**src/inc/sga_map.svh**
```systemverilog
`ifndef SGA_MAP_SVH
`define SGA_MAP_SVH
`define SGA_REAL_SHIFT      4
`define SGA_REAL_OFS_MAX    32'h0000FFFF
`define SGA_PAGE_BITS       12
`define SGA_IO_SPACE_BITS   16
`define SGA_IMM_PORT_BITS   8
`define SGA_RSV_PORT_LO     16'h00F8
`define SGA_RSV_PORT_HI     16'h00FF
`define SGA_SEG_CNT         6
`endif

```
**src/inc/sga_pkg.sv**
```systemverilog
`default_nettype none
package sga_pkg;
  typedef enum logic [2:0] {
    SGA_SEG_ES = 3'h0,
    SGA_SEG_CS = 3'h1,
    SGA_SEG_SS = 3'h2,
    SGA_SEG_DS = 3'h3,
    SGA_SEG_FS = 3'h4,
    SGA_SEG_GS = 3'h5
  } sga_seg_e;

  typedef enum logic [2:0] {
    SGA_REF_FETCH = 3'h0,
    SGA_REF_STACK = 3'h1,
    SGA_REF_STRDST = 3'h2,
    SGA_REF_DATA  = 3'h3,
    SGA_REF_IO_IMM = 3'h4,
    SGA_REF_IO_REG = 3'h5
  } sga_ref_e;

  typedef enum logic [1:0] {
    SGA_SZ_BYTE  = 2'h0,
    SGA_SZ_WORD  = 2'h1,
    SGA_SZ_DWORD = 2'h2
  } sga_size_e;

  // one address request from the execution core
  typedef struct packed {
    sga_ref_e   kind;
    sga_size_e  size;
    logic       base_is_frame;   // base is frame or stack pointer
    logic       ovr_valid;
    sga_seg_e   ovr_seg;
    logic [31:0] offset;
    logic [7:0]  imm_port;
    logic [15:0] port_number_reg;
    logic [31:0] wdata;
  } sga_req_s;

  // one bus cycle toward the outside
  typedef struct packed {
    logic [31:0] addr;
    logic [3:0]  byte_en;
    logic [31:0] data;
    logic        mem_io_n;
    logic        reserved_port;
  } sga_bus_s;
endpackage
`default_nettype wire

```
**src/hw/sga_addr_form.sv**
```systemverilog
`default_nettype none
`include "sga_map.svh"
// Behaviour
// RL1 - multibyte data stored low byte first
// RL2 - operand address is its low byte
// RL3 - paging works on 4 Kbyte pages
// RL4 - paging off: linear drives address pins
// RL5 - real mode: selector shl 4 plus offset
// RL6 - protected mode: descriptor base plus offset
// RL7 - fetches always code segment, no override
// RL8 - stack accesses use stack segment only
// RL9 - string store destination uses extra segment
// RL10 - data defaults data seg, frame/stack base stack
// RL11 - override prefix picks any of six
// RL12 - segments overlap freely, up to 4 GB
// RL13 - 64 Kbyte I/O space, any port width
// RL14 - I/O addresses bypass all translation
// RL15 - port from 8-bit immediate or register
// RL16 - port numbers zero extended upward
// RL17 - memory/io select low for I/O
// RL18 - system avoids ports F8h to FFh
// RL19 - real mode offset over FFFFh faults
// RL20 - linear sum wraps modulo 2^32
module sga_addr_form
  import sga_pkg::*;
#(
  parameter int PAGE_BITS = `SGA_PAGE_BITS
) (
  input  wire logic        i_clk,         // 50 MHz clock
  input  wire logic        i_rst,         // sync reset, active high
  input  wire logic        i_prot_mode,   // 1 = protected translation
  input  wire logic        i_paging_en,   // 1 = page translation on
  input  wire logic [19:0] i_page_frame,  // frame for current linear page
  input  wire logic        i_seg_wr,      // load a segment entry
  input  wire sga_seg_e    i_seg_wsel,    // entry to load
  input  wire logic [15:0] i_seg_sel,     // selector value
  input  wire logic [31:0] i_seg_base,    // descriptor linear base
  input  wire logic        i_req_valid,   // request strobe
  input  wire sga_req_s    i_req,         // request contents
  output sga_bus_s         o_bus,         // bus address, lanes, data
  output logic             o_bus_valid,   // bus cycle strobe
  output logic             o_gp_fault,    // general protection fault pulse
  output logic             o_busy         // request in progress
);
  typedef enum logic [1:0] {
    SGA_ST_IDLE = 2'h0,
    SGA_ST_LOOK = 2'h1,
    SGA_ST_FORM = 2'h2
  } sga_state_e;

  sga_state_e  state;
  sga_state_e  next_state;
  sga_req_s    req;
  sga_req_s    next_req;
  sga_seg_e    seg;
  sga_seg_e    next_seg;
  sga_bus_s    next_bus;
  logic        next_bus_valid;
  logic        next_gp_fault;
  logic        next_busy;
  logic [15:0] rd_sel;
  logic [31:0] rd_base;
  logic [31:0] lin;
  logic [31:0] phys;
  logic [15:0] port;

  // default segment choice per reference kind
  function automatic sga_seg_e pick_seg(input sga_req_s r);
    sga_seg_e s;
    s = SGA_SEG_DS;
    unique case (r.kind)
      SGA_REF_FETCH:  s = SGA_SEG_CS;                 // [RL7]
      SGA_REF_STACK:  s = SGA_SEG_SS;                 // [RL8]
      SGA_REF_STRDST: s = SGA_SEG_ES;                 // [RL9]
      SGA_REF_DATA: begin
        s = r.base_is_frame ? SGA_SEG_SS : SGA_SEG_DS; // [RL10]
        if (r.ovr_valid) begin
          s = r.ovr_seg;                              // [RL11]
        end
      end
      default:        s = SGA_SEG_DS;
    endcase
    return s;
  endfunction

  function automatic logic is_io(input sga_ref_e k);
    return (k == SGA_REF_IO_IMM) || (k == SGA_REF_IO_REG);
  endfunction

  // byte lane mask from size and low address bits, low byte at low address
  function automatic logic [3:0] lanes(input sga_size_e sz, input logic [1:0] a);
    logic [3:0] m;
    m = 4'h1;
    unique case (sz)
      SGA_SZ_BYTE:  m = 4'h1;
      SGA_SZ_WORD:  m = 4'h3;
      SGA_SZ_DWORD: m = 4'hF;
      default:      m = 4'h1;
    endcase
    return 4'((m << a));                               // [RL1] [RL2]
  endfunction

  sga_seg_file u_seg (
    .i_clk      (i_clk),
    .i_rst      (i_rst),
    .i_wr       (i_seg_wr),
    .i_wsel     (i_seg_wsel),
    .i_wsel_val (i_seg_sel),
    .i_wbase    (i_seg_base),
    .i_rsel     (seg),
    .o_sel      (rd_sel),
    .o_base     (rd_base)
  );

  // segment sizes up to 4 GB and free overlap: no limit check here [RL12]
  always_comb begin
    if (i_prot_mode) begin
      lin = rd_base + req.offset;                     // [RL6] [RL20]
    end else begin
      lin = (32'(rd_sel) << `SGA_REAL_SHIFT) + req.offset; // [RL5] [RL20]
    end
    if (i_paging_en) begin
      phys = {i_page_frame, lin[PAGE_BITS-1:0]};      // [RL3]
    end else begin
      phys = lin;                                     // [RL4]
    end
    if (req.kind == SGA_REF_IO_IMM) begin
      port = {8'h00, req.imm_port};                   // [RL15]
    end else begin
      port = req.port_number_reg;                     // [RL15]
    end
  end

  always_comb begin
    next_state     = state;
    next_req       = req;
    next_seg       = seg;
    next_bus       = o_bus;
    next_bus_valid = 1'b0;
    next_gp_fault  = 1'b0;
    next_busy      = o_busy;
    unique case (state)
      SGA_ST_IDLE: begin
        if (i_req_valid) begin
          next_req   = i_req;
          next_seg   = pick_seg(i_req);
          next_busy  = 1'b1;
          next_state = is_io(i_req.kind) ? SGA_ST_FORM : SGA_ST_LOOK;
        end
      end
      SGA_ST_LOOK: begin
        // segment file read data registered one cycle later
        next_state = SGA_ST_FORM;
      end
      SGA_ST_FORM: begin
        next_state = SGA_ST_IDLE;
        next_busy  = 1'b0;
        if (is_io(req.kind)) begin
          // I/O skips segment and page hardware entirely [RL14] [RL13]
          next_bus.addr          = {16'h0000, port};  // [RL16]
          next_bus.mem_io_n      = 1'b0;              // [RL17]
          next_bus.reserved_port = (port >= `SGA_RSV_PORT_LO) &&
                                   (port <= `SGA_RSV_PORT_HI); // [RL18]
          next_bus.byte_en       = lanes(req.size, port[1:0]);
          next_bus.data          = req.wdata << {port[1:0], 3'h0};
          next_bus_valid         = 1'b1;
        end else if (!i_prot_mode && (req.offset > `SGA_REAL_OFS_MAX)) begin
          next_gp_fault = 1'b1;                       // [RL19]
        end else begin
          next_bus.addr          = phys;
          next_bus.mem_io_n      = 1'b1;
          next_bus.reserved_port = 1'b0;
          next_bus.byte_en       = lanes(req.size, phys[1:0]);
          next_bus.data          = req.wdata << {phys[1:0], 3'h0}; // [RL1]
          next_bus_valid         = 1'b1;
        end
      end
      default: next_state = SGA_ST_IDLE;
    endcase
  end

  always_ff @(posedge i_clk) begin
    if (i_rst) begin
      state       <= SGA_ST_IDLE;
      req         <= '0;
      seg         <= SGA_SEG_DS;
      o_bus       <= '{addr: 32'h0, byte_en: 4'h0, data: 32'h0,
                       mem_io_n: 1'b1, reserved_port: 1'b0};
      o_bus_valid <= 1'b0;
      o_gp_fault  <= 1'b0;
      o_busy      <= 1'b0;
    end else begin
      state       <= next_state;
      req         <= next_req;
      seg         <= next_seg;
      o_bus       <= next_bus;
      o_bus_valid <= next_bus_valid;
      o_gp_fault  <= next_gp_fault;
      o_busy      <= next_busy;
    end
  end
endmodule
`default_nettype wire

```
**src/hw/sga_seg_file.sv**
```systemverilog
`default_nettype none
`include "sga_map.svh"
module sga_seg_file
  import sga_pkg::*;
#(
  parameter int SEG_CNT = `SGA_SEG_CNT
) (
  input  wire logic        i_clk,     // clock
  input  wire logic        i_rst,     // sync reset
  input  wire logic        i_wr,      // load one segment entry
  input  wire sga_seg_e    i_wsel,    // entry written
  input  wire logic [15:0] i_wsel_val,// selector value
  input  wire logic [31:0] i_wbase,   // descriptor linear base
  input  wire sga_seg_e    i_rsel,    // entry read
  output logic      [15:0] o_sel,     // registered selector
  output logic      [31:0] o_base     // registered base
);
  logic [15:0] sel_mem  [SEG_CNT];
  logic [31:0] base_mem [SEG_CNT];
  logic [15:0] next_sel;
  logic [31:0] next_base;

  always_comb begin
    next_sel  = sel_mem[i_rsel];
    next_base = base_mem[i_rsel];
  end

  always_ff @(posedge i_clk) begin
    if (i_rst) begin
      o_sel  <= 16'h0000;
      o_base <= 32'h00000000;
    end else begin
      o_sel  <= next_sel;
      o_base <= next_base;
    end
  end

  // bases may overlap freely, nothing checks them
  genvar g;
  generate
    for (g = 0; g < SEG_CNT; g++) begin : g_ent
      always_ff @(posedge i_clk) begin
        if (i_rst) begin
          sel_mem[g]  <= 16'h0000;
          base_mem[g] <= 32'h00000000;
        end else if (i_wr && (int'(i_wsel) == g)) begin
          sel_mem[g]  <= i_wsel_val;
          base_mem[g] <= i_wbase;
        end
      end
    end
  endgenerate
endmodule
`default_nettype wire

```
**config.mk**
```make
export PLATFORM = sky130hd
export DESIGN_NAME = sga_addr_form
export DESIGN_NICKNAME = d
export VERILOG_FILES = /design/src/inc/sga_pkg.sv /design/src/hw/sga_addr_form.sv /design/src/hw/sga_seg_file.sv
export VERILOG_INCLUDE_DIRS = /design/src /design/src/inc
export SDC_FILE = /design/constraint.sdc
export NUM_CORES = 1
export LEC_CHECK = 0
export ABC_CLOCK_PERIOD_IN_PS = 2900
export BUFFER_PORTS_ARGS = -buffer_cell sky130_fd_sc_hd__buf_2
export CAP_MARGIN = 10
export CORE_MARGIN = 4
export CORE_UTILIZATION = 59
export DETAILED_ROUTE_END_ITERATION = 16
export PLACE_DENSITY_LB_ADDON = 0.08
export SLEW_MARGIN = 30
export SYNTH_ARGS = -nofsm -noshare
export SYNTH_HDL_FRONTEND = slang
export SYNTH_SLANG_ARGS = --single-unit
```
**constraint.sdc**
```tcl
create_clock -name i_clk -period 2.9 [get_ports i_clk]
set_input_delay 0.145 -clock i_clk [delete_from_list [all_inputs] [get_ports i_clk]]
set_output_delay 0.145 -clock i_clk [all_outputs]
set_load 0.1 [all_outputs]
```
# Yosys cells after proc, flatten, opt, wreduce, memory -nomap -nowiden
# Memories as Yosys holds them, arrays and structs flattened. A register that Yosys moved wholly into a read port is not among the register bits.
# Index checks and enable logic that the tools add are counted.
# classes
n_bitwise,13
shift,4
n_addsub,2
n_reduce_logical,20
n_eq_ne,18
order_cmp,3
n_mux,54
# op_table
operator,count
32-bit 2-to-1 mux,8
70-bit 2-to-1 mux,2
16-bit 2-to-1 mux,7
32-bit by 5-bit << shifter with 32-bit output,2
20-bit by 32-bit adder with 32-bit output,1
32-bit adder,1
"32-bit by 16-bit > comparator with 1-bit output, second input constant",1
1-bit 2-to-1 mux,25
"3-bit == test, second input constant",8
4-bit 2-to-1 mux,5
"16-bit by 8-bit greater-or-equal comparator with 1-bit output, second input constant",1
"16-bit by 8-bit less-or-equal comparator with 1-bit output, second input constant",1
1-bit bitwise OR,12
3-bit one-hot mux with 4 select lines,1
"3-bit by 2-bit == test with 1-bit output, second input constant",3
1-bit logical AND,8
4-bit one-hot mux with 2 select lines,1
4-bit by 2-bit << shifter with 4-bit output,2
3-bit logical NOT,2
2-bit AND reduction,3
"2-bit by 1-bit == test with 1-bit output, second input constant",2
"2-bit == test, second input constant",2
2-bit 2-to-1 mux,2
"2-bit != test, second input constant",2
other kinds (11),12
# totals
output_inout_bits,73
reg_bits,171
memories,2
ramBits,288
# mem_list
memory,depth,word_bits,rd,rd_clocked_by_memory_dff,write_ports,line,rtl
u_seg.base_mem,6,32,1,1,6,sga_seg_file.sv:19,logic [31:0] base_mem [SEG_CNT];
u_seg.sel_mem,6,16,1,1,6,sga_seg_file.sv:18,logic [15:0] sel_mem [SEG_CNT];

# Longest topological paths before layout
# depth
ltp_word,8
ltp_mapped,12
depth_no_buf,12

# Hierarchy
# Synthesis repeated with hierarchy kept, for this count alone.
# unflattened
hier_cells,2213
area_unflattened_um2,23842.9
# by_module_without_submodules
mod,cells_per_inst,instances,area_per_inst_um2
sga_seg_file,951,1,14089.8
sga_addr_form,1262,1,9753.1

# Worst setup path before layout
# OpenSTA, ideal clock, no wires.
# synth_path
path_type,flip-flop to flip-flop
startpoint,register req[60] (netlist name)
endpoint,register o_bus[62] (netlist name)
setup_slack_ns,0.366
setup_time_ns,0.120
t_arrival_ns,2.414
required_ns,2.780
path_stages_with_launch,13
path_cell_list,dfxtp_1 -> ha_1 -> inv_1 -> fa_1 -> and2b_1 -> o31ai_1 -> a21oi_1 -> o2111ai_1 -> a31oi_2 -> nand4_1 -> xor2_1 -> o21ai_0 -> o31a_1
# synth_between
elab_chain_len,5
elab_cells_between_ends,10
classes_between,add/sub: 2; order compare: 1; eq/ne: 1; mux: 4; reduce/logical: 2
# synth_rtl
element,line,rtl
from (decl),sga_addr_form.sv:53,sga_req_s req;
from (signal assigned),sga_addr_form.sv:194,req <= next_req;
20-bit by 32-bit adder with 32-bit output / 32-bit adder (equally long branches),"sga_addr_form.sv:120, sga_addr_form.sv:118",
32-bit 2-to-1 mux,sga_addr_form.sv:117,if (i_prot_mode) begin
32-bit 2-to-1 mux,sga_addr_form.sv:122,if (i_paging_en) begin
70-bit 2-to-1 mux,sga_addr_form.sv:167,end else if (!i_prot_mode && (req.offset > `SGA_REAL_OFS_MAX)) begin
70-bit 2-to-1 mux,sga_addr_form.sv:158,if (is_io(req.kind)) begin
to (signal assigned),sga_addr_form.sv:187,"o_bus <= '{addr: 32'h0, byte_en: 4'h0, data: 32'h0,"
to (signal assigned),sga_addr_form.sv:196,o_bus <= next_bus;
to (decl),sga_addr_form.sv:40,"output sga_bus_s o_bus,"
# Several ways; a longest one is shown, not always the timed one. The select of a mux whose other input is x is not followed.
# A chain may end at the register's enable or synchronous reset.

# Final worst setup path
# layout_path
startpoint,register req[56] (netlist name)
endpoint,register o_bus[68] (netlist name)
# The elaborated chain is that of the path after synthesis.

==> metrics <==
post-synthesis net count 2,411; core area 39,600 sq um; Net Sw Power 4.56 mW; largest net degree at the start of global routing 175; yosys warns 0; GPL Wtd Cong 0.931; routed len/inst 21.3 um; CP Data Required Time 3.40 ns; worst slew pin tran 0.809 ns; Root Driver clkbuf_16; WP data arrival 3.27 ns; First-pass DRT Iterations 5; Total Routed Length 66,800 um; critical path class flop to flop; Syn Area/Cell 10.8 sq um; DRT antenna net count 0; Post-synth EDFFs 288; Final Critical Period 2.77 ns; IO Port Bufs 247; Rel. slew slack 46.1%; Post-Syn Instances 2,186; HP Class input pin to flop; Max VDD drop 0.492 mV; met2 usage 50.5%; Residual DRC 0; Combinational Power Share 14.7%; Startpoint Class flop; CP peak stage delay 0.37 ns; clk_lat worst skew 0.61 ns; top_reg_cell synth edfxtp_1; max cap viols 0; crit path max fanout 3; sequential power share 48.2%; global-route met3 utilization 5.88%; critical path's slowest cell fa_2; unrepaired setup endpoints after global routing true; Final setup viols 0; Yosys top cell by area edfxtp_1; Seq/Total Area, Yosys 55.1%; met1 usage in global routing 40.8%; Synth top area share 36.6%; Vias/cell 5.80; P_leak 11.7 nW; final hold violation count 0; CTS HTree Levels 2; flop-to-flop setup slack 0.13 ns; die width 208 um; Mapped Area 23,600 sq um; initial antenna violation count 3; vias in the first global route 18,200; global-route wire length before repair 103,000 um; Worst-path clk slew 0.07 ns; R2R Path Start req[56]$_SDFFE_PP0P_; initial core utilization 59.6%; Seq cells post-synth 507; sw frac 26.5%; largest cells by area after synthesis edfxtp_1 (37%), dfxtp_1 (19%), and2_1 (7.8%), nand2_1 (4.8%), mux4_2 (4.6%); Max Slew Vio Count 0; crit path launch req[56]$_SDFFE_PP0P_; DIE AREA 43,300 sq um; Bufs on Longest Clock Path 3; crit-path most repeated cell nand4_1; layout cells sized above 1 19.3%; synth unique cells 86; global-route usage over all layers 30.1%; Crit. End Element flop; CTS Sinks 507; outcome completed; Final Power 17.2 mW; Hold Path Origin i_rst; FFs w/ async S/R, synth 0%; internal power 12.6 mW; Num CTS Buffers 51; Max Fclk 361 MHz; period utilisation layout 95.5%; CTS tree done; Nets 2,797; P per Cell Area 594 nW/um^2; final core occ 73.1%; via count 18,200; hpwl dp 43,100 um; Clock Skew 0.0194 ns; Ports 248; DRC marker count from the first detailed-route iteration 1,711; GRT overflow 0; row count 73; critical-path cell list ha_4, inv_1, fa_2, nor2b_4, o31a_2, nand4_1, nand4_1, a41oi_2, o21ai_2, buf_4, nand2_1, mux2i_1, o31a_1; busiest layer in global routing met2; clock group share of total power 37.1%; Die Height 208 um; Syn-to-layout area delta 22.5%
[worst paths after layout]
| path | end | depth (start not counted) |
|---|---|---|
| worst min register to register | state[1]$_SDFFE_PP0P_ | 1 |
| worst min-delay path | o_bus[54]$_SDFFE_PP0P_ | 4 |
| worst max-delay path | o_bus[68]$_SDFFE_PP0P_ | 13 |
| worst max register to register | o_bus[68]$_SDFFE_PP0P_ | 13 |
[power by group through the flow]
stage / clock network, mW / logic, mW / registers, mW
floorplan: 0 / 1.41 / 8.55
global placement: 0 / 2.27 / 8.42
detailed placement: 0 / 2.30 / 8.44
CTS: 6.47 / 2.49 / 8.29
global route: 6.75 / 2.73 / 8.33
finish: 6.39 / 2.52 / 8.30
[cell usage in the layout (no fill, tap or decap), types with 5 or more instances in the layout]
cell type,Yosys,final
a211o_1,6,5
a211oi_1,80,79
a21o_1,15,13
a21oi_1,178,175
a21oi_2,6,8
a22oi_1,10,10
a31oi_1,14,13
and2_1,293,293
and3_1,10,9
buf_12,0,10
buf_2,17,246
buf_4,0,62
clkbuf_1,112,19
clkbuf_16,0,52
clkbuf_8,5,7
clkinv_2,0,7
dfxtp_1,219,215
dlygate4sd3_1,0,160
edfxtp_1,288,288
ha_1,48,46
inv_1,28,28
mux2i_1,68,68
mux4_2,48,48
nand2_1,304,304
nand2b_1,9,7
nand3_1,21,20
nand4_1,16,16
nor2_1,137,133
nor2b_1,9,9
nor3_1,38,36
nor4_1,11,11
o211ai_1,14,14
o21a_1,5,5
o21ai_0,35,33
o21bai_1,7,7
xnor2_1,21,21
xor2_1,20,20
[sequential cells by signal, summed over array words and instances (netlist names)]
register        cells
o_gp_fault          1
u_seg.sel_mem      96
o_bus              70
o_busy              1
seg                 3
u_seg.o_base       32
state               2
o_bus_valid         1
u_seg.o_sel        16
u_seg.base_mem    192
req                93
[repair_timing]
item	4_1_cts	5_1_grt
endpoints found under the hold margin	403	0
endpoints found under the setup margin	4	23
setup buffers	1	2
pin swaps	1	5
hold buffers	160	0
resized for setup	1	17
[cell type report]
| class | instances | area [sq um] |
|---|---|---|
| timing repair buffer | 479 | 3510 |
| tap | 525 | 657 |
| inverter | 30 | 113 |
| multi-input combinational | 1503 | 10000 |
| clock inverter | 15 | 143 |
| fill | 2761 | 10700 |
| sequential | 507 | 13000 |
| antenna | 3 | 7.51 |
| clock buffer | 78 | 1470 |
[metrics by stage]
step / hold WS, ns / instances / setup WS [ns] / setup TNS (ns) / instance area (sq um)
CTS: 0.0235 / 3135 / 0.00314 / 0 / 28800
global placement: 0.386 / 2881 / -0.0918 / -0.235 / 25600
floorplan: 0.281 / 2186 / 0.366 / 0 / 23600
finish: 0.0324 / 3140 / 0.129 / 0 / 29000
detailed placement: 0.390 / 2881 / -0.141 / -0.321 / 25600
global route: 0.0588 / 3139 / -0.0169 / -0.0169 / 29000
[Yosys cell counts (4+ instances only)]
library cell	instances
nor3_1	38
clkbuf_8	5
o21bai_1	7
buf_1	8
a211oi_1	80
o21a_1	5
a32oi_1	4
dfxtp_1	219
o31a_1	4
a211o_1	6
nor2_1	137
buf_2	17
mux2i_1	68
nor2b_1	9
a21oi_1	178
clkbuf_1	112
nand2_1	304
xnor2_1	21
inv_1	28
o211ai_1	14
a31oi_1	14
nand3_1	21
and2_1	293
a22oi_1	10
ha_1	48
edfxtp_1	288
a21o_1	15
mux4_2	48
nand2b_1	9
nor4_1	11
o21ai_1	5
o21ai_0	35
nand4_1	16
and3_1	10
a21oi_2	6
xor2_1	20
[cell families (layout without fill, tap and decap cells)]
logic type      count (synthesis)  after routing  synth area share, %
compound gates                428            428                 11.8
xor+xnor                       41             41                 1.52
fa+ha+maj                      50             50                 2.71
buf+inv                       176            602                 3.17
flops                         507            507                 55.1
mux                           117            117                 7.50
other cells                     0              3                    0
simple gates                  867            867                 18.2
[metal layers]
metal / routed length (um) / vias to the layer above
met5: 0 / -
met4: 1500 / 0
met3: 5060 / 102
met2: 32300 / 701
met1: 28000 / 8805
li1: - / 8602
[critical path: cells and delay by family, from the launching register on]
kind,cells,cell delay [ns]
AO/OA/AOI/OAI,4,0.89
AND/OR/NAND/NOR,4,0.61
adder cells (fa/ha/maj),2,0.52
flip-flops,1,0.36
buffers and inverters,2,0.18
multiplexers,1,0.12
Note: power is estimated with default switching activity, not from simulation.
